==> src/ssgc_pkg.sv <==
// shared constants, field positions and types of the serial select / trigger-sync channel
package ssgc_pkg;
  localparam int ADDR_W = 4;
  localparam int DATA_W = 8;
  localparam int RD_W   = 16;
  // register word indices
  localparam logic [ADDR_W-1:0] A_TX_BUFFER  = 4'h0;
  localparam logic [ADDR_W-1:0] A_RX_BUFFER  = 4'h1;
  localparam logic [ADDR_W-1:0] A_BIT_RATE   = 4'h2;
  localparam logic [ADDR_W-1:0] A_CH_MODE    = 4'h3;
  localparam logic [ADDR_W-1:0] A_CH_CTRL0   = 4'h4;
  localparam logic [ADDR_W-1:0] A_CH_CTRL1   = 4'h5;
  localparam logic [ADDR_W-1:0] A_SPECIAL1   = 4'h6;
  localparam logic [ADDR_W-1:0] A_SPECIAL2   = 4'h7;
  localparam logic [ADDR_W-1:0] A_SPECIAL3   = 4'h8;
  localparam logic [ADDR_W-1:0] A_SPECIAL4   = 4'h9;
  // channel_mode fields
  localparam int MR_MODE_LSB   = 0;
  localparam int MR_CLK_SRC    = 3;
  localparam logic [2:0] MODE_CLK_SYNC = 3'h1;
  // channel_control_0 fields
  localparam int C0_SHIFT_REGISTER_EMPTY_FLAG      = 3;
  localparam int C0_OPEN_DRAIN = 5;
  localparam int C0_CPOL       = 6;
  localparam int C0_MSB_FIRST  = 7;
  // channel_control_1 fields
  localparam int C1_TE         = 0;
  localparam int C1_TBE        = 1;
  localparam int C1_RE         = 2;
  localparam int C1_RI         = 3;
  localparam int C1_IRS        = 4;
  localparam int C1_CLK_STOP   = 7;
  // special mode fields and receive buffer overrun bit
  localparam int S1_HALVING    = 7;
  localparam int S2_SYNC_EN    = 6;
  localparam int S3_SSE        = 0;
  localparam int S3_CPHA       = 1;
  localparam int S3_FAULT      = 2;
  localparam int S3_SLAVE      = 3;
  localparam int RB_OVERRUN    = 12;
  // reset values
  localparam logic [7:0] RST_REG  = 8'h00;
  localparam logic [7:0] RST_C0   = 8'h08;
  localparam logic [7:0] RST_C1   = 8'h02;
  // transfer framing: two clock edges per bit
  localparam logic [4:0] EDGES_PER_CHAR = 5'h10;
  localparam logic [3:0] OVERRUN_BIT    = 4'h7;
  localparam logic [7:0] DIV_ZERO       = 8'h00;

  typedef enum logic [0:0] {
    ST_IDLE = 1'b0,
    ST_RUN  = 1'b1
  } ssgc_state_t;

  typedef struct packed {
    logic o;
    logic oe;
  } ssgc_pad_t;
endpackage

==> src/ssgc_sync.sv <==
// two-flop synchroniser for pins that come from outside the core clock domain
`timescale 1ns/10ps
module ssgc_sync #(
  parameter int W = 1
) (
  // clock, reset, enable
  input  wire logic         core_clk,
  input  wire logic         rstn,
  input  wire logic         ce,
  // asynchronous in, synchronised out
  input  wire logic [W-1:0] d,
  output logic      [W-1:0] q
);
  logic [W-1:0] meta_q;

  always_ff @(posedge core_clk) begin
    if (!rstn) begin
      meta_q <= '0;
      q      <= '0;
    end else if (ce) begin
      meta_q <= d;
      q      <= meta_q;
    end
  end
endmodule

==> src/ssgc_channel.sv <==
// serial channel with slave-select mode, fault detection and trigger-synchronised clock mode
// How it works
// - select-enable bit set to 1 enters slave-select mode and activates select pin.
// - master/slave bit 1 makes a slave, 0 a master in select mode.
// - slave with select high floats its data pins and ignores clock edges.
// - slave with select low accepts the clock and communicates.
// - master with select high may transfer and drives the clock pin.
// - master sees select low: floats data out and clock, sets fault flag.
// - fault flag cleared while select high re-enables the master outputs.
// - phase bit and polarity bit pick one of four clock shapes.
// - slave phase 0: output undefined until clock edges, then follows clock.
// - slave phase 1: first bit driven as soon as select goes low.
// - trigger-synchronised mode moves eight-bit characters.
// - trigger-synchronised mode uses the external clock pin.
// - trigger mode starts after enables set, data loaded, then trigger pulse.
// - source select 0: transmit request when buffer moves to shift register.
// - source select 1: transmit request when shifting out finishes.
// - receive request when a character moves into the receive buffer.
// - overrun when seventh bit of next character arrives before buffer read.
// - after overrun no receive request for that character.
// - sync bits: none, external rate, or half the external rate.
// - clock run bit starts or stops the derived clock in external mode.
`timescale 1ns/10ps
module ssgc_channel (
  // clock, reset, enable
  input  wire logic                            core_clk,
  input  wire logic                            rstn,
  input  wire logic                            ce,
  // register port
  input  wire logic [ssgc_pkg::ADDR_W-1:0]     reg_addr,
  input  wire logic [ssgc_pkg::DATA_W-1:0]     reg_wdata,
  input  wire logic                            reg_wr,
  input  wire logic                            reg_rd,
  output logic      [ssgc_pkg::RD_W-1:0]       reg_rdata,
  // select and trigger pins
  input  wire logic                            slave_select_pin_n,
  input  wire logic                            trigger_input_pin_n,
  // transfer clock pad
  input  wire logic                            transfer_clock_pin_i,
  output ssgc_pkg::ssgc_pad_t                  transfer_clock_pin_o,
  // pad a: master data out / slave data in
  input  wire logic                            slave_serial_in,
  output ssgc_pkg::ssgc_pad_t                  master_serial_out,
  // pad b: master data in / slave data out
  input  wire logic                            master_serial_in,
  output ssgc_pkg::ssgc_pad_t                  slave_serial_out,
  // interrupt requests
  output logic                                 tx_irq,
  output logic                                 rx_irq
);
  logic [7:0] tb_q, brg_q, mr_q, c0_q, c1_q, smr1_q, smr2_q, smr3_q, smr4_q, rb_q;
  logic       tbe_q, ri_q, ovr_q, fault_q, rb_unread_q, ovr_pend_q;
  logic       ss_s, trg_s, clk_s, sin_a, sin_b;
  logic       trg_prev_q, ext_prev_q, clk_prev_q, dclk_q, armed_q, mclk_q, out_q;
  logic [7:0] sh_q, div_q;
  logic [4:0] ecnt_q;
  logic [3:0] scnt_q;
  ssgc_pkg::ssgc_state_t state_q;

  ssgc_sync #(.W(5)) u_sync (
    .core_clk (core_clk),
    .rstn     (rstn),
    .ce       (ce),
    .d        ({slave_select_pin_n, trigger_input_pin_n, transfer_clock_pin_i,
                slave_serial_in, master_serial_in}),
    .q        ({ss_s, trg_s, clk_s, sin_a, sin_b})
  );

  function automatic logic first_bit(input logic [7:0] v, input logic msb);
    first_bit = msb ? v[7] : v[0];
  endfunction

  function automatic logic wr_at(input logic [ssgc_pkg::ADDR_W-1:0] a);
    wr_at = reg_wr && (reg_addr == a);
  endfunction

  // configuration decode
  logic slave_select_function_enable, slave, cpol, cpha, msb, te, re, irs, ext_src, gci, sync_on, halving;
  assign slave_select_function_enable     = smr3_q[ssgc_pkg::S3_SSE];
  assign ext_src = mr_q[ssgc_pkg::MR_CLK_SRC];
  assign slave   = slave_select_function_enable ? smr3_q[ssgc_pkg::S3_SLAVE] : ext_src;
  assign cpol    = c0_q[ssgc_pkg::C0_CPOL];
  assign cpha    = smr3_q[ssgc_pkg::S3_CPHA];
  assign msb     = c0_q[ssgc_pkg::C0_MSB_FIRST];
  assign te      = c1_q[ssgc_pkg::C1_TE];
  assign re      = c1_q[ssgc_pkg::C1_RE];
  assign irs     = c1_q[ssgc_pkg::C1_IRS];
  assign halving = smr1_q[ssgc_pkg::S1_HALVING];
  assign sync_on = halving || smr2_q[ssgc_pkg::S2_SYNC_EN];
  // trigger mode: external clock plus a sync selection, select function off
  assign gci = !slave_select_function_enable && ext_src && sync_on
            && (mr_q[2:0] == ssgc_pkg::MODE_CLK_SYNC);

  // a master stays off the wires while a fault is pending
  logic m_quiet;
  assign m_quiet = slave_select_function_enable && fault_q;

  // start of a character
  logic load, may_start;
  always_comb begin
    if (!slave)
      may_start = slave_select_function_enable ? (ss_s && !fault_q) : 1'b1;
    else if (gci)
      may_start = armed_q && re;
    else
      may_start = 1'b1;
  end
  assign load = (state_q == ssgc_pkg::ST_IDLE) && te && !tbe_q && may_start;

  // trigger: falling edge of the synchronised pin arms the derived clock
  logic trg_fall;
  assign trg_fall = !trg_s && trg_prev_q;

  always_ff @(posedge core_clk) begin
    if (!rstn) begin
      trg_prev_q <= 1'b0;
      armed_q    <= 1'b0;
    end else if (ce) begin
      trg_prev_q <= trg_s;
      if (!gci || !te)
        armed_q <= 1'b0;
      else if (trg_fall && re && !tbe_q)
        armed_q <= 1'b1;
    end
  end

  // derived clock: follows or halves the external clock once armed
  always_ff @(posedge core_clk) begin
    if (!rstn) begin
      dclk_q <= 1'b0;
    end else if (ce) begin
      if (!armed_q)
        dclk_q <= cpol;
      else if (c1_q[ssgc_pkg::C1_CLK_STOP])
        dclk_q <= dclk_q;
      else if (halving)
        dclk_q <= (clk_s && !clk_prev_q) ? !dclk_q : dclk_q;
      else
        dclk_q <= clk_s;
    end
  end

  // edge generation: internal divider for a master, pin for a slave
  logic ext_lvl, ext_en, tog, edge_ev, new_lvl, lead, sample_ev, shift_ev, done;
  assign ext_lvl = gci ? dclk_q : clk_s;
  assign ext_en  = slave_select_function_enable ? !ss_s : (!gci || armed_q);
  assign tog     = (state_q == ssgc_pkg::ST_RUN) && !slave && (div_q == ssgc_pkg::DIV_ZERO);
  always_comb begin
    if (!slave) begin
      edge_ev = tog;
      new_lvl = !mclk_q;
    end else begin
      edge_ev = (state_q == ssgc_pkg::ST_RUN) && ext_en && (ext_lvl != ext_prev_q);
      new_lvl = ext_lvl;
    end
  end
  assign lead      = edge_ev && (new_lvl != cpol);
  assign sample_ev = cpha ? lead : (edge_ev && !lead);
  assign shift_ev  = cpha ? (edge_ev && !lead) : lead;
  assign done      = edge_ev && (ecnt_q == ssgc_pkg::EDGES_PER_CHAR - 5'h01);

  always_ff @(posedge core_clk) begin
    if (!rstn) begin
      ext_prev_q <= 1'b0;
      clk_prev_q <= 1'b0;
    end else if (ce) begin
      // raw pin history kept apart so the halver never compares against the derived level
      ext_prev_q <= ext_lvl;
      clk_prev_q <= clk_s;
    end
  end

  // master clock divider, half period is divider value plus one
  always_ff @(posedge core_clk) begin
    if (!rstn) begin
      div_q  <= ssgc_pkg::DIV_ZERO;
      mclk_q <= 1'b0;
    end else if (ce) begin
      if (state_q != ssgc_pkg::ST_RUN || slave) begin
        div_q  <= brg_q;
        mclk_q <= cpol;
      end else if (tog) begin
        div_q  <= brg_q;
        mclk_q <= !mclk_q;
      end else begin
        div_q  <= div_q - 8'h01;
      end
    end
  end

  // shift engine
  logic abort;
  assign abort = slave_select_function_enable && !slave && !ss_s;
  always_ff @(posedge core_clk) begin
    if (!rstn) begin
      state_q <= ssgc_pkg::ST_IDLE;
      sh_q    <= ssgc_pkg::RST_REG;
      ecnt_q  <= 5'h00;
      scnt_q  <= 4'h0;
      out_q   <= 1'b1;
    end else if (ce) begin
      if (load) begin
        state_q <= ssgc_pkg::ST_RUN;
        sh_q    <= tb_q;
        ecnt_q  <= 5'h00;
        scnt_q  <= 4'h0;
        if (cpha)
          out_q <= first_bit(tb_q, msb);
      end else if (state_q == ssgc_pkg::ST_RUN) begin
        if (abort || done)
          state_q <= ssgc_pkg::ST_IDLE;
        if (edge_ev)
          ecnt_q <= ecnt_q + 5'h01;
        if (shift_ev)
          out_q <= first_bit(sh_q, msb);
        if (sample_ev) begin
          scnt_q <= scnt_q + 4'h1;
          sh_q   <= msb ? {sh_q[6:0], slave ? sin_a : sin_b}
                        : {slave ? sin_a : sin_b, sh_q[7:1]};
        end
      end
    end
  end

  // receive completion and overrun
  logic samp_in, rx_cmp, ovr_ev;
  assign samp_in = slave ? sin_a : sin_b;
  assign ovr_ev  = sample_ev && re && rb_unread_q
                && (scnt_q + 4'h1 == ssgc_pkg::OVERRUN_BIT);
  assign rx_cmp  = done && re && !ovr_pend_q;

  logic rb_rd;
  assign rb_rd = reg_rd && (reg_addr == ssgc_pkg::A_RX_BUFFER);

  always_ff @(posedge core_clk) begin
    if (!rstn) begin
      rb_q        <= ssgc_pkg::RST_REG;
      ri_q        <= 1'b0;
      ovr_q       <= 1'b0;
      rb_unread_q <= 1'b0;
      ovr_pend_q  <= 1'b0;
    end else if (ce) begin
      // phase 1 took its last sample on the leading edge, so no extra shift here
      if (done && re)
        rb_q <= cpha ? sh_q
                     : (msb ? {sh_q[6:0], samp_in} : {samp_in, sh_q[7:1]});
      if (load)
        ovr_pend_q <= 1'b0;
      else if (ovr_ev)
        ovr_pend_q <= 1'b1;
      // set wins over a same-cycle read or clear
      if (rx_cmp)
        ri_q <= 1'b1;
      else if (rb_rd)
        ri_q <= 1'b0;
      if (rx_cmp)
        rb_unread_q <= 1'b1;
      else if (rb_rd)
        rb_unread_q <= 1'b0;
      if (ovr_ev)
        ovr_q <= 1'b1;
      else if (wr_at(ssgc_pkg::A_CH_CTRL1) && !reg_wdata[ssgc_pkg::C1_RE])
        ovr_q <= 1'b0;
    end
  end

  // software registers and buffer-empty flag
  always_ff @(posedge core_clk) begin
    if (!rstn) begin
      tb_q   <= ssgc_pkg::RST_REG;
      brg_q  <= ssgc_pkg::RST_REG;
      mr_q   <= ssgc_pkg::RST_REG;
      c0_q   <= ssgc_pkg::RST_C0;
      c1_q   <= ssgc_pkg::RST_C1;
      smr1_q <= ssgc_pkg::RST_REG;
      smr2_q <= ssgc_pkg::RST_REG;
      smr3_q <= ssgc_pkg::RST_REG;
      smr4_q <= ssgc_pkg::RST_REG;
      tbe_q  <= 1'b1;
    end else if (ce) begin
      if (wr_at(ssgc_pkg::A_TX_BUFFER))
        tb_q <= reg_wdata;
      if (wr_at(ssgc_pkg::A_BIT_RATE))
        brg_q <= reg_wdata;
      if (wr_at(ssgc_pkg::A_CH_MODE))
        mr_q <= reg_wdata;
      if (wr_at(ssgc_pkg::A_CH_CTRL0))
        c0_q <= reg_wdata;
      if (wr_at(ssgc_pkg::A_CH_CTRL1))
        c1_q <= reg_wdata;
      if (wr_at(ssgc_pkg::A_SPECIAL1))
        smr1_q <= reg_wdata;
      if (wr_at(ssgc_pkg::A_SPECIAL2))
        smr2_q <= reg_wdata;
      if (wr_at(ssgc_pkg::A_SPECIAL3))
        smr3_q <= reg_wdata;
      if (wr_at(ssgc_pkg::A_SPECIAL4))
        smr4_q <= reg_wdata;
      // a write in the load cycle brings fresh data, so it wins
      if (wr_at(ssgc_pkg::A_TX_BUFFER))
        tbe_q <= 1'b0;
      else if (load)
        tbe_q <= 1'b1;
    end
  end

  // fault flag: write-clearable only while select is high, set wins; turning the select function off clears it at any level
  always_ff @(posedge core_clk) begin
    if (!rstn) begin
      fault_q <= 1'b0;
    end else if (ce) begin
      if (!slave_select_function_enable)
        fault_q <= 1'b0;
      else if (!slave && !ss_s)
        fault_q <= 1'b1;
      else if (wr_at(ssgc_pkg::A_SPECIAL3) && !reg_wdata[ssgc_pkg::S3_FAULT] && ss_s)
        fault_q <= 1'b0;
    end
  end

  // read data, one cycle after the strobe
  logic [ssgc_pkg::RD_W-1:0] rdata_d;
  always_comb begin
    rdata_d = '0;
    unique case (reg_addr)
      ssgc_pkg::A_RX_BUFFER: begin
        rdata_d[7:0]                  = rb_q;
        rdata_d[ssgc_pkg::RB_OVERRUN] = ovr_q;
      end
      ssgc_pkg::A_CH_MODE:  rdata_d[7:0] = mr_q;
      ssgc_pkg::A_CH_CTRL0: begin
        rdata_d[7:0]                 = c0_q;
        rdata_d[ssgc_pkg::C0_SHIFT_REGISTER_EMPTY_FLAG]  = (state_q == ssgc_pkg::ST_IDLE);
      end
      ssgc_pkg::A_CH_CTRL1: begin
        rdata_d[7:0]               = c1_q;
        rdata_d[ssgc_pkg::C1_TBE]  = tbe_q;
        rdata_d[ssgc_pkg::C1_RI]   = ri_q;
      end
      ssgc_pkg::A_SPECIAL1: rdata_d[7:0] = smr1_q;
      ssgc_pkg::A_SPECIAL2: rdata_d[7:0] = smr2_q;
      ssgc_pkg::A_SPECIAL3: begin
        rdata_d[7:0]                = smr3_q;
        rdata_d[ssgc_pkg::S3_FAULT] = fault_q;
      end
      ssgc_pkg::A_SPECIAL4: rdata_d[7:0] = smr4_q;
      default:              rdata_d = '0;
    endcase
  end

  // registered pin drive; open-drain mode only ever pulls pad a (master data out) low, clock and pad b still drive both levels
  ssgc_pkg::ssgc_pad_t clk_d, mso_d, sso_d;
  logic mso_oe;
  assign mso_oe  = (!slave_select_function_enable || !slave) && !m_quiet;
  assign clk_d   = '{o: mclk_q, oe: !slave && !m_quiet};
  assign mso_d   = '{o: c0_q[ssgc_pkg::C0_OPEN_DRAIN] ? 1'b0 : out_q,
                     oe: mso_oe && (!c0_q[ssgc_pkg::C0_OPEN_DRAIN] || !out_q)};
  assign sso_d   = '{o: out_q, oe: slave_select_function_enable && slave && !ss_s};

  always_ff @(posedge core_clk) begin
    if (!rstn) begin
      transfer_clock_pin_o <= '0;
      master_serial_out    <= '0;
      slave_serial_out     <= '0;
      reg_rdata            <= '0;
      tx_irq               <= 1'b0;
      rx_irq               <= 1'b0;
    end else if (ce) begin
      transfer_clock_pin_o <= clk_d;
      master_serial_out    <= mso_d;
      slave_serial_out     <= sso_d;
      if (reg_rd)
        reg_rdata <= rdata_d;
      tx_irq <= irs ? done : load;
      rx_irq <= rx_cmp;
    end
  end

  localparam logic [3:0] BITS_PER_CHAR = 4'h8;
endmodule

==> config.mk <==
export PLATFORM = sky130hd
export DESIGN_NAME = ssgc_channel
export DESIGN_NICKNAME = d
export VERILOG_FILES = /design/src/ssgc_pkg.sv /design/src/ssgc_sync.sv /design/src/ssgc_channel.sv
export SDC_FILE = /design/constraint.sdc
export NUM_CORES = 1
export LEC_CHECK = 0
export BUFFER_PORTS_ARGS = -buffer_cell sky130_fd_sc_hd__buf_2
export CAP_MARGIN = 20
export CORE_MARGIN = 3
export CORE_UTILIZATION = 27
export CTS_BUF_LIST = sky130_fd_sc_hd__clkbuf_8
export CTS_CLUSTER_SIZE = 30
export DETAILED_ROUTE_END_ITERATION = 7
export HOLD_SLACK_MARGIN = 0.05
export SLEW_MARGIN = 20
export SYNTH_ARGS = -nofsm -noshare
export SYNTH_HDL_FRONTEND = slang
export SYNTH_SLANG_ARGS = --single-unit
==> constraint.sdc <==
create_clock -name core_clk -period 2.5 [get_ports core_clk]
set_clock_uncertainty 0.15 [all_clocks]
set_input_delay 0.25 -clock core_clk [delete_from_list [all_inputs] [get_ports core_clk]]
set_output_delay 0.25 -clock core_clk [all_outputs]
set_load 0.005 [all_outputs]
; After elaboration in Yosys (flattened, before gate mapping)
; Index checks and enable logic that the tools add are counted.
; W data, S select, Z words.
[totals]
word_cells = 220
register_bits = 145
output_inout_bits = 24
inputBits = 22
[op_classes]
n_bitwise = 1
n_addsub = 3
eq_ne = 18
muxes = 56
n_reduce_logical = 104
[ops]
columns = operator, count
row1 = $pmux W8 S8, 1
row2 = $mux W8, 7
row3 = $logic_and A1 B1 Y1, 46
row4 = $mux W1, 42
row5 = $reduce_and A2 Y1, 18
row6 = $eq A4 B3 Y1 const B, 5
row7 = $reduce_bool A2 Y1, 10
row8 = $logic_not A1 Y1, 17
row9 = $mux W5, 3
row10 = $mux W4, 3
row11 = $reduce_and A3 Y1, 3
row12 = $eq A4 B2 Y1 const B, 2
row13 = $eq A4 B4 Y1 const B, 2
row14 = $logic_not A8 Y1, 1
row15 = $sub A8 B1 Y8 const B, 1
row16 = $logic_or A1 B1 Y1, 7
row17 = $add A5 B1 Y5 const B, 1
row18 = $eq A5 B4 Y1 const B, 1
row19 = $add A4 B1 Y4 const B, 1
row20 = $eq A4 B1 Y1 const B, 1
row21 = $logic_not A4 Y1, 1
row22 = $ne A2 B2 Y1 const B, 2
row23 = $reduce_and A4 Y1, 1
row24 = $eq A3 B1 Y1 const B, 1
row25 = 4 further kinds, 5

; Longest topological paths before layout
; Gate-level depths: netlist of the first run.
[logic_depth]
word_depth = 19
mapped_depth = 11
mapped_depth_nobuf = 8

; Cells and area by module
; A second synthesis of the first run with hierarchy kept.
[unflattened]
cells_unflattened = 742
area_unflattened_um2 = 6899.1
[modules_own_cells]
columns = module, seq_area_each_um2, area_per_inst_um2, cells_each, n_inst
row1 = ssgc_channel, 2622.5, 6525.0, 711, 1
row2 = ssgc_sync, 200.2, 374.1, 31, 1

; Least setup slack after synthesis of the first run
; OpenSTA, ideal clock, no wires.
[synth_path]
path_kind = register to register
start = reg div_q[4]
end = reg scnt_q[0]
setup_ns = 0.063
synth_period_minus_slack_ns = 2.329
path_stages_with_launch = 8
slack_ns = 0.171
required_ns = 2.287
arrival_ns = 2.116
n_path_buf = 0
cell_sequence = dfxtp_1 > or4_4 > nor4b_4 > and3_4 > a311oi_4 > or2_4 > mux2_2 > nor2_2
[synth_via]
elab_chain_cells = 9
[synth_lines]
columns = element, line
row1 = start: declaration, ssgc_channel.sv:55  ; logic [7:0] sh_q, div_q;
row2 = start signal: assignment, ssgc_channel.sv:176  ; div_q <= ssgc_pkg::DIV_ZERO;
row3 = start signal: assignment, ssgc_channel.sv:180  ; div_q <= brg_q;
row4 = start signal: assignment, ssgc_channel.sv:183  ; div_q <= brg_q;
row5 = $logic_not A8 Y1 *, ssgc_channel.sv:147  ; assign tog = (state_q == ssgc_pkg::ST_RUN) && !slave && (div_q == ssgc_pkg::DIV_ZERO);
row6 = $logic_and A1 B1 Y1 *, ssgc_channel.sv:147
row7 = $mux W1 *, ssgc_channel.sv:149  ; if (!slave) begin
row8 = $logic_and A1 B1 Y1, ssgc_channel.sv:157  ; assign lead = edge_ev && (new_lvl != cpol);
row9 = $logic_not A1 Y1, ssgc_channel.sv:158  ; assign sample_ev = cpha ? lead : (edge_ev && !lead);
row10 = $logic_and A1 B1 Y1, ssgc_channel.sv:158
row11 = $mux W1 *, ssgc_channel.sv:158
row12 = $reduce_bool A2 Y1 (no source line) *, -
row13 = $reduce_and A3 Y1 (no source line) *, -
row14 = end signal: assignment, ssgc_channel.sv:217  ; scnt_q <= scnt_q + 4'h1;
row15 = end: declaration, ssgc_channel.sv:57  ; logic [3:0] scnt_q;
; Every way passes the cells marked *; elsewhere a longest branch is shown, timed or not.
; A chain may end at the register's enable or synchronous reset.

; Worst setup path in the final report of the first run
[layout_path]
start = reg mr_q[0]
end = reg sh_q[7]
[layout_via]
elab_chain_cells = 14
word_cells_on_any_way = 23
cone_classes = eq/ne (3) / mux (8) / reduce/logical (12)
[layout_lines]
columns = element, line
row1 = start: declaration, ssgc_channel.sv:51  ; logic [7:0] tb_q, brg_q, mr_q, c0_q, c1_q, smr1_q, smr2_q, smr3_q, smr4_q, rb_q;
row2 = start signal: assignment, ssgc_channel.sv:272  ; mr_q <= ssgc_pkg::RST_REG;
row3 = start signal: assignment, ssgc_channel.sv:286  ; mr_q <= reg_wdata;
row4 = $eq A3 B1 Y1 *, ssgc_channel.sv:92  ; && (mr_q[2:0] == ssgc_pkg::MODE_CLK_SYNC);
row5 = $logic_and A1 B1 Y1 *, ssgc_channel.sv:92
row6 = $logic_not A1 Y1, ssgc_channel.sv:146  ; assign ext_en = slave_select_function_enable ? !ss_s : (!gci || armed_q);
row7 = $logic_or A1 B1 Y1, ssgc_channel.sv:146
row8 = $mux W1, ssgc_channel.sv:146
row9 = $logic_and A1 B1 Y1 (2 in a row), ssgc_channel.sv:153  ; edge_ev = (state_q == ssgc_pkg::ST_RUN) && ext_en && (ext_lvl != ext_prev_q);
row10 = $mux W1, ssgc_channel.sv:149
row11 = $logic_and A1 B1 Y1, ssgc_channel.sv:157
row12 = $logic_not A1 Y1, ssgc_channel.sv:158
row13 = $logic_and A1 B1 Y1, ssgc_channel.sv:158
row14 = $mux W1, ssgc_channel.sv:158
row15 = $reduce_bool A2 Y1 (no source line), -
row16 = $reduce_and A3 Y1 (no source line), -
row17 = end signal: assignment, ssgc_channel.sv:197  ; sh_q <= ssgc_pkg::RST_REG;
row18 = end signal: assignment, ssgc_channel.sv:204  ; sh_q <= tb_q;
row19 = end signal: assignment, ssgc_channel.sv:218  ; sh_q <= msb ? {sh_q[6:0], slave ? sin_a : sin_b}
row20 = end: declaration, ssgc_channel.sv:55
; Marks and branches as above.

==> flow_summary.ini, run 1 <==
[detailed_routing]
routed_via_density = 4.864
dr_total_vias = 5686
wire_per_inst_um = 16.49
drt_pre_antenna_iters = 5
initialDrtViolationCount = 420
postRouteAntennaNets = 0
drc_errors = 0
wl_um = 19270

[logic_synthesis]
synth_cells = 762
adder_cell_share_of_the_synthesized_area = 0.01115
synthTopCellsByArea = sky130_fd_sc_hd__dfxtp_1 (42%), sky130_fd_sc_hd__mux2i_1 (15%), sky130_fd_sc_hd__nor2_1 (7.2%), sky130_fd_sc_hd__nand2_1 (3.0%), sky130_fd_sc_hd__a21oi_1 (2.6%)
post_synth_edffs = 0
combinational_family_with_the_most_area_after_synthesis = simple AND/OR/NAND/NOR gates
synth.area.mux_share = 0.1604
synthArstFlopShare = 0
fraction_of_the_mapped_netlist_area_in_simple_logic_gates = 0.1987
synthesis.yosys.warnings = 0
synth_ff_type = sky130_fd_sc_hd__dfxtp_1
synth_top_area_frac = 0.4194
synth_area_mm2 = 0.006730
yosysUniqueCellTypes = 72
post_synth_xor_area_fraction = 0.007250
post_synthesis_compound_gate_area_fraction = 0.1510
synth_area_per_cell_um2 = 8.832
synth-seq-area-share = 0.4194
synth_top_cell_by_area = sky130_fd_sc_hd__dfxtp_1
yosys_register_bits = 141

[power]
leakage_power_total_nw = 3.235
power.share.sequential = 0.497
power.density_mw_per_mm2 = 561.1
internal-power_mw = 3.472
sw_frac_of_total = 0.2484
comb_power_share = 0.070
psw_mw = 1.148
share_clk_of_total_power = 0.433
total_power_mw = 4.620
peakVddDrop_uv = 310.0

[clock_network]
cts-htree-levels = 4
largest_buffer_count_on_any_clock_path = 2
clk-insertion-delay-late_ps = 460
clock_tree_root = sky130_fd_sc_hd__clkbuf_8
cts_buffers = 17
cts_tree = done
cts.sinks = 141
clkTransAtPathRegs_ps = 90

[layout]
final_core_util = 0.3376
num_antenna_cells = 0
post_layout_cell_count = 1169
num-nets-final = 860
fraction_of_layout_cells_with_a_size_suffix_above_1 = 0.1976
multi_input_comb_area_mm2 = 0.003676
area_growth_syn_to_layout_pct = 22.35
final-seq-area_mm2 = 0.002825
filler_cell_count_in_the_final_layout = 2536
design_area_mm2 = 0.008234

[placed_design]
place.gp.congestion = 0.8929
placedCellCount = 1120
final_hpwl_dp_um = 13710
dpl-instance-area_mm2 = 0.007521
placement.io_buffers = 38

[sta]
drv_slew = 0
hold_viol_final = 0
final_period_minus_worst_setup_slack_ps = 2519
setup_viol = 4
slew_at_the_pin_with_the_worst_max_slew_slack_ps = 645.6
max_freq_ghz = 0.3971
timing.slew.headroom = 0.5686
setup_ws_ps = -18.53
final_min_period_over_clock_period = 1.007
rsz0062_at_grt = true

[run_status]
status = finished, violations left
failed_checks = setup timing

[global_routing]
gr-total-overflow = 0
antenna_found_initial = 0
number_of_global_route_vias_before_repair = 5634
gr-usage-all-layers = 0.1453
grt_first_pass_wirelength_um = 30620
pin_count_of_the_biggest_net_entering_global_routing = 38

[die]
floorplan.io_pins = 46
core-area_mm2 = 0.02439
floorplan.initialDensity = 0.2759
die_h_um = 163.9
chipWidth_um = 163.9
dieArea_mm2 = 0.02686
std_cell_rows = 57

[min_path]
timing.hold.worst.class = in2reg

[critical_path]
worst-path-max-fanout = 8
endpoint_kind = flip-flop
timing.setup.critical_path_class = reg2reg
timing.critical_path.required_ps = 2720
start_kind = flip-flop
rrSetupSlack_ps = -20
timing.critical_path.arrival_ps = 2740

[job]
timing.max_cap.violations = 0
-- sequential cells by signal (all words and copies together), names as in the netlist, 2 cells and up --
| name | cells |
|---|---|
| smr4_q | 8 |
| c0_q | 7 |
| rb_q | 8 |
| smr3_q | 7 |
| u_sync.q | 5 |
| tb_q | 8 |
| smr2_q | 8 |
| ecnt_q | 5 |
| master_serial_out | 2 |
| div_q | 8 |
| reg_rdata | 9 |
| brg_q | 8 |
| scnt_q | 4 |
| smr1_q | 8 |
| mr_q | 8 |
| c1_q | 6 |
| slave_serial_out | 2 |
| transfer_clock_pin_o | 2 |
| sh_q | 8 |
| u_sync.meta_q | 5 |
-- synthesized netlist by cell type, types with 5 or more instances --
| cell type | instances |
|---|---|
| sky130_fd_sc_hd__a21oi_1 | 35 |
| sky130_fd_sc_hd__a221oi_1 | 5 |
| sky130_fd_sc_hd__a22oi_1 | 13 |
| sky130_fd_sc_hd__a31oi_1 | 9 |
| sky130_fd_sc_hd__and3_1 | 7 |
| sky130_fd_sc_hd__buf_1 | 7 |
| sky130_fd_sc_hd__buf_2 | 7 |
| sky130_fd_sc_hd__buf_4 | 7 |
| sky130_fd_sc_hd__clkbuf_1 | 37 |
| sky130_fd_sc_hd__dfxtp_1 | 141 |
| sky130_fd_sc_hd__ha_1 | 6 |
| sky130_fd_sc_hd__inv_1 | 14 |
| sky130_fd_sc_hd__mux2_2 | 5 |
| sky130_fd_sc_hd__mux2i_1 | 100 |
| sky130_fd_sc_hd__nand2_1 | 53 |
| sky130_fd_sc_hd__nand3_1 | 23 |
| sky130_fd_sc_hd__nor2_1 | 129 |
| sky130_fd_sc_hd__nor2b_1 | 13 |
| sky130_fd_sc_hd__nor3_1 | 8 |
| sky130_fd_sc_hd__o2111ai_1 | 7 |
| sky130_fd_sc_hd__o211ai_1 | 6 |
| sky130_fd_sc_hd__o21ai_0 | 30 |
| sky130_fd_sc_hd__o21ai_1 | 7 |
| sky130_fd_sc_hd__or3_1 | 6 |
-- per-stage QoR --
stage | hold WS [ps] | TNS, ps | worst slack [ps]
after floorplan | 243.9 | 0 | 170.9
after global placement | 288.2 | 0 | 14.27
after detailed placement | 303.0 | -241.4 | -36.87
after CTS | 50.45 | 0 | 7.955
after global routing | 69.96 | -1447 | -134.9
final | 76.78 | -41.75 | -18.53
-- final cells by class --
class	count	area share
Multi-Input combinational cell	550	0.4464
Sequential cell	141	0.3431
Timing Repair Buffer	106	0.1009
Tap cell	324	0.04923
Clock buffer	20	0.03343
Clock inverter	12	0.01945
Inverter	16	0.007446
-- worst max-delay path, stage by stage, from the launching register on --
cell                        delay [ps]
sky130_fd_sc_hd__dfxtp_2           350
sky130_fd_sc_hd__or3b_4            430
sky130_fd_sc_hd__o31ai_4           310
sky130_fd_sc_hd__buf_6             150
sky130_fd_sc_hd__a2111oi_4          70
sky130_fd_sc_hd__a311oi_4          460
sky130_fd_sc_hd__o21ai_4           140
sky130_fd_sc_hd__clkbuf_16         190
sky130_fd_sc_hd__a211oi_2          200
-- repair_timing --
item / 4_1_cts / 5_1_grt
gates cloned: 0 / 1
gates resized for setup: 5 / 16
setup endpoints to repair: 16 / 31
setup buffers: 2 / 5
pin swaps: 4 / 11
hold buffers: 12 / 0
hold endpoints to repair: 21 / 0
-- worst paths after layout --
kind / from / to / cells after the start
worst max-delay path: mr_q[0] / sh_q[7] / 8
worst min-delay path: reg_wdata[3] / tb_q[3] / 3
worst max register to register: mr_q[0] / sh_q[7] / 8
worst min register to register: slave_serial_out[0] / slave_serial_out[0] / 2
-- power groups by stage --
stage	registers (mW)	logic, mW	clock network, mW
5_1_grt	2.30	0.354	2.13
4_1_cts	2.29	0.318	2.05
3_3_place_gp	2.35	0.300	0
3_5_place_dp	2.35	0.299	0
6_report	2.30	0.323	2.00
2_1_floorplan	2.34	0.193	0
-- cells by family after synthesis --
family | Yosys count
AOI/OAI and AO/OA | 149
xor gates and xnor gates | 4
adders and majority gates | 6
buffers and inverters | 77
DFF | 141
muxes | 106
other | 1
and+or+nand+nor | 278
-- cell usage in the layout (no fill, tap or decap), drive strengths merged, types with 6 or more instances in the layout --
cell	instances
nand3	23
inv	16
nor2	130
clkbuf	21
o2111ai	7
conb	7
and3	8
buf	93
o21ai	38
o211ai	6
mux2i	100
clkinv	8
a31oi	9
nor3	10
dfxtp	141
a22oi	13
a21oi	35
nor2b	13
or3	6
dlygate4sd3	12
nand2	53
ha	6
-- layer usage --
| layer | part of all wire | up-vias | track usage |
|---|---|---|---|
| met5 | 0 | - | 0 |
| met4 | 0.031 | 0 | 0.06536 |
| met3 | 0.049 | 32 | 0.02724 |
| met2 | 0.46 | 144 | 0.2298 |
| met1 | 0.46 | 2690 | 0.1926 |
| li1 | - | 2820 | - |
Power figures use the tool's default switching activity.
==> run 2: changes to the inputs <==
--- a/config.mk
+++ b/config.mk
@@ -7,12 +7,15 @@
 export LEC_CHECK = 0
 export BUFFER_PORTS_ARGS = -buffer_cell sky130_fd_sc_hd__buf_2
 export CAP_MARGIN = 20
+export CELL_PAD_IN_SITES_DETAIL_PLACEMENT = 0
+export CELL_PAD_IN_SITES_GLOBAL_PLACEMENT = 1
 export CORE_MARGIN = 3
 export CORE_UTILIZATION = 27
 export CTS_BUF_LIST = sky130_fd_sc_hd__clkbuf_8
 export CTS_CLUSTER_SIZE = 30
 export DETAILED_ROUTE_END_ITERATION = 7
 export HOLD_SLACK_MARGIN = 0.05
+export PLACE_DENSITY_LB_ADDON = 0.1
 export SLEW_MARGIN = 20
 export SYNTH_ARGS = -nofsm -noshare
 export SYNTH_HDL_FRONTEND = slang
==> run 2 against run 1 <==
Against the previous run: the run still ends with setup timing left; sequential share of layout area fell by 0.16 points; final area rose by 0.47%; sequential cell count did not move; die area did not move; hold slack improved by 9.9 ps; clock power fell by 6%; highest routed layer unchanged.
==> flow_summary.ini, run 2 (synthesized netlist as in run 1, its figures left out) <==
[layout]
design_area_mm2 = 0.008273
num-nets-final = 873
mostFrequentLayoutCell = sky130_fd_sc_hd__dfxtp_1
num_antenna_cells = 0
fraction_of_layout_cells_with_a_size_suffix_above_1 = 0.2170
final_core_util = 0.3392
largest_register_ff_count = 9
layout.cells.most_common_list = sky130_fd_sc_hd__dfxtp_1 (139), sky130_fd_sc_hd__nor2_1 (127), sky130_fd_sc_hd__mux2i_1 (100)
area_growth_syn_to_layout_pct = 22.92
max_flop_register = reg_rdata

[placed_design]
placement.io_buffers = 38
dpl-instance-area_mm2 = 0.007601
final_hpwl_dp_um = 16070
place.gp.congestion = 0.8386

[detailed_routing]
postRouteAntennaNets = 0
wl_um = 22360
drt_pre_antenna_iters = 5
initialDrtViolationCount = 368
dr_total_vias = 5790
routed_via_density = 4.903
drc_errors = 0
wire_per_inst_um = 18.93

[global_routing]
pin_count_of_the_biggest_net_entering_global_routing = 74
grtUsageMet2 = 0.2708
groute.layer.met1.usage = 0.2365
gr-usage-all-layers = 0.1698
gr-total-overflow = 0
grt_first_pass_wirelength_um = 34330
number_of_global_route_vias_before_repair = 5744
global_route.usage.met3 = 0.02749
busiest_layer = met2
antenna_found_initial = 0

[die]
die_h_um = 163.9
dieArea_mm2 = 0.02686
std_cell_rows = 57
floorplan.io_pins = 46
core-area_mm2 = 0.02439
chipWidth_um = 163.9
floorplan.initialDensity = 0.2759

[clock_network]
cts.sinks = 141
largest_buffer_count_on_any_clock_path = 2
cts-htree-levels = 4
cts_tree = done
cts_buffers = 17
clk-insertion-delay-late_ps = 450
clkTransAtPathRegs_ps = 90
clock_tree_root = sky130_fd_sc_hd__clkbuf_8

[critical_path]
slowest_delay_ps = 560
critPathMostFrequentCell = sky130_fd_sc_hd__buf_12
timing.setup.critical_path_class = reg2reg
endpoint_kind = flip-flop
crit_path_top_delay_cell = sky130_fd_sc_hd__or4_4
start_kind = flip-flop
timing.critical_path.required_ps = 2720
path_cells = or4_4 -> nor4b_4 -> and3_4 -> a311oi_4 -> buf_12 -> o21ai_4 -> buf_12 -> nor2_1 -> a211oi_2
timing.critical_path.arrival_ps = 2820
worst-path-max-fanout = 16

[sta]
timing.slew.headroom = 0.6138
rsz0062_at_grt = true
setup_viol = 16
max_freq_ghz = 0.3857
drv_slew = 0
slew_at_the_pin_with_the_worst_max_slew_slack_ps = 578.4
hold_viol_final = 0
setup_ws_ps = -92.84
final_min_period_over_clock_period = 1.037
final_period_minus_worst_setup_slack_ps = 2593

[run_status]
failed_checks = setup timing
status = finished, violations left

[power]
peakVddDrop_uv = 211.7
total_power_mw = 4.511
power.density_mw_per_mm2 = 545.3
leakage_power_total_nw = 3.274

[job]
timing.max_cap.violations = 0

[min_path]
timing.hold.worst.class = in2reg
## run 2: stage by stage
| stage | cells | hold slack [ps] | TNS (ps) | worst slack, ps |
|---|---|---|---|---|
| after floorplan | 768 | 243.9 | 0 | 170.9 |
| after detailed placement | 1134 | 299.9 | -1186 | -89.21 |
| after CTS | 1176 | 58.41 | -333.2 | -61.59 |
| after global routing | 1181 | 85.32 | -2851 | -193.3 |
| after global placement | 1134 | 293.4 | -258.5 | -26.43 |
| final | 1181 | 86.68 | -811.1 | -92.84 |
## run 2: timing repair
action,4_1_cts,5_1_grt
setup buffers,2,4
resized for setup,15,11
pin swaps,9,4
gates cloned,0,1
hold buffers,9,0
hold endpoints to repair,10,0
endpoints found under the setup margin,28,35
## run 2: path summary, 6_finish.rpt
kind / start / end / slack [ps] / cells past startpoint
worst max-delay path: div_q[4] / sh_q[7] / -90 / 9
worst min-delay path: reg_wdata[3] / tb_q[3] / 90 / 3
worst min register to register: reg_rdata[12] / reg_rdata[12] / 310 / 2
worst max register to register: div_q[4] / sh_q[7] / -90 / 9
## run 2: power breakdown
group,internal [mW],switching [mW]
clock network,0.954,0.927
logic,0.124,0.212
registers,2.27,0.0216
## run 2: final cells by class
class | instances | area, um2
inverters | 16 | 61.31
flip-flops and latches | 141 | 2825
multi-input cells | 550 | 3699
repair buffers | 119 | 888.4
well taps | 324 | 405.4
clock inverters | 11 | 118.9
clock buffers | 20 | 275.3
fillers | 2568 | 16120
## run 2: critical path: cells and delay by family (launching register included)
kind / cells / cell delay (ps)
DFF: 1 / 320
buffers and inverters: 2 / 350
AOI/OAI and AO/OA: 3 / 490
and+or+nand+nor: 4 / 1200
## run 2: metal layers
layer | wire length, um | share of wire | up-vias
li1 | - | - | 2847
met1 | 10930 | 0.49 | 2819
met2 | 10380 | 0.46 | 100
met3 | 712 | 0.032 | 24
met4 | 334 | 0.015 | 0
met5 | 0 | 0 | -
==> run 3: changes to the inputs <==
--- a/config.mk
+++ b/config.mk
@@ -10,7 +10,7 @@
 export CELL_PAD_IN_SITES_DETAIL_PLACEMENT = 0
 export CELL_PAD_IN_SITES_GLOBAL_PLACEMENT = 1
 export CORE_MARGIN = 3
-export CORE_UTILIZATION = 27
+export CORE_UTILIZATION = 43
 export CTS_BUF_LIST = sky130_fd_sc_hd__clkbuf_8
 export CTS_CLUSTER_SIZE = 30
 export DETAILED_ROUTE_END_ITERATION = 7
==> run 3 against run 2 <==
Against the previous run: the flow now finishes without violations; wire length decreased by 12%; non-clock buffer count decreased by 16; sequential power about the same; critical path type unchanged; power decreased by 0.61%; clock power about the same; final cell count decreased by 11%; sequential cell count unchanged; largest power group unchanged.
==> flow_summary.ini, run 3 (synthesized netlist as in run 1, its figures left out) <==
[min_path]
timing.hold.worst.class = in2reg
hold_path_startpoint = reg_wdata[4]
hold_depth = 3
holdPathEnd = tb_q[4]

[detailed_routing]
wire_per_inst_um = 18.62
postRouteAntennaNets = 0
dr_total_vias = 5779
drc_errors = 0
drt_pre_antenna_iters = 5
wl_um = 19610
routed_via_density = 5.488
initialDrtViolationCount = 323

[layout]
fraction_of_layout_cells_with_a_size_suffix_above_1 = 0.2078
max_flop_register = reg_rdata
multi_input_comb_area_mm2 = 0.003715
post_layout_cell_count = 1053
area_growth_syn_to_layout_pct = 19.48
final_core_util = 0.5270
mostFrequentLayoutCell = sky130_fd_sc_hd__dfxtp_1
final-seq-area_mm2 = 0.002828
num-nets-final = 857
filler_cell_count_in_the_final_layout = 1476
layout.cells.most_common_list = sky130_fd_sc_hd__dfxtp_1 (137), sky130_fd_sc_hd__nor2_1 (127), sky130_fd_sc_hd__mux2i_1 (100)
largest_register_ff_count = 9
num_antenna_cells = 0
design_area_mm2 = 0.008041

[clock_network]
clkTransAtPathRegs_ps = 80
cts_tree = done
cts.sinks = 141
cts-htree-levels = 4
clock_tree_root = sky130_fd_sc_hd__clkbuf_8
cts_setup_buffers = 0
cts_buffers = 17
largest_buffer_count_on_any_clock_path = 2
clk-insertion-delay-late_ps = 440

[sta]
final_period_minus_worst_setup_slack_ps = 2483
final_min_period_over_clock_period = 0.9932
slew_at_the_pin_with_the_worst_max_slew_slack_ps = 665.6
setup_viol = 0
drv_slew = 0
hold_viol_final = 0
max_freq_ghz = 0.4028
setup_ws_ps = 17.09
timing.slew.headroom = 0.5556
rsz0062_at_grt = true
fin_worst_hold_slack_ps = 94.62
tns_ps = 0

[critical_path]
timing.setup.critical_path_class = reg2reg
timing.critical_path.required_ps = 2720
reg2reg_from = mr_q[1]
path_cells = or3b_4 -> nor4b_4 -> buf_4 -> nor4_2 -> a311oi_4 -> buf_4 -> a2bb2oi_2 -> mux2i_1
timing.critical_path.arrival_ps = 2710
worstRegToRegCells = 8
rrSetupSlack_ps = 20
start_kind = flip-flop
crit_path_top_delay_cell = sky130_fd_sc_hd__a311oi_4
worst_r2r_endpoint = out_q
slowest_delay_ps = 470
endpoint_kind = flip-flop
worst-path-max-fanout = 6
critPathMostFrequentCell = sky130_fd_sc_hd__buf_4

[die]
chipWidth_um = 131.1
die_h_um = 131.1
std_cell_rows = 45
dieArea_mm2 = 0.01719
floorplan.io_pins = 46
floorplan.initialDensity = 0.4411
core-area_mm2 = 0.01526

[global_routing]
number_of_global_route_vias_before_repair = 5599
antenna_found_initial = 0
gr-usage-all-layers = 0.2271
gr-total-overflow = 0
grt_first_pass_wirelength_um = 30950
pin_count_of_the_biggest_net_entering_global_routing = 51

[placed_design]
placedCellCount = 1012
post-place-ws_ps = -94.25
dpl-instance-area_mm2 = 0.007405
placement.io_buffers = 38
place.gp.congestion = 0.8455
final_hpwl_dp_um = 14010

[power]
total_power_mw = 4.484
leakage_power_total_nw = 3.203
power.density_mw_per_mm2 = 557.6
peakVddDrop_uv = 294.3

[job]
timing.max_cap.violations = 0

[run_status]
status = finished, final reports clean
==> run 3: worst max-delay path: cells and delay by family, from the launching register on <==
kind / cells / cell delay, ps
compound gates: 2 / 610
buf+inv: 2 / 380
flops: 1 / 330
mux: 1 / 180
simple gates: 3 / 770
==> run 3: per-layer routing <==
metal	vias up	share of wire	track usage
li1	2822	-	-
met1	2813	0.48	0.3151
met2	125	0.47	0.3606
met3	19	0.042	0.04709
met4	0	0.014	0.06359
met5	-	0	0
==> run 3: final cells by class <==
cell class                 count  area share
clock inverter                11     0.01463
sequential                   141      0.3516
multi-input combinational    550      0.4620
clock buffer                  21     0.03594
inverter                      16    0.007624
tap                          211     0.03283
timing repair buffer         103     0.09538
==> run 3: where the power goes <==
group / switching (mW) / leakage [nW] / internal (mW)
combinational: 0.199 / 1.85 / 0.114
clock: 0.888 / 0.212 / 0.987
sequential: 0.0224 / 1.14 / 2.27
==> run 3: timing repair <==
| action | 4_1_cts | 5_1_grt |
|---|---|---|
| hold buffers | 9 | 0 |
| hold endpoints to repair | 10 | 0 |
| pin swaps | 2 | 5 |
| gates cloned | 0 | 0 |
| resized for setup | 4 | 25 |
| setup endpoints to repair | 17 | 28 |
==> run 3: how the worst max path moves through the flow <==
stage                     startpoint   endpoint  cells past startpoint  slack, ps
after detailed placement      dclk_q  ecnt_q[3]                      7        -90
after global routing         mr_q[1]      out_q                      8        -80
final                        mr_q[1]      out_q                      8         20
after floorplan             div_q[4]  scnt_q[0]                      7        170
after global placement        dclk_q  ecnt_q[3]                      7        -60
after CTS                   div_q[4]  ecnt_q[3]                      7         -4
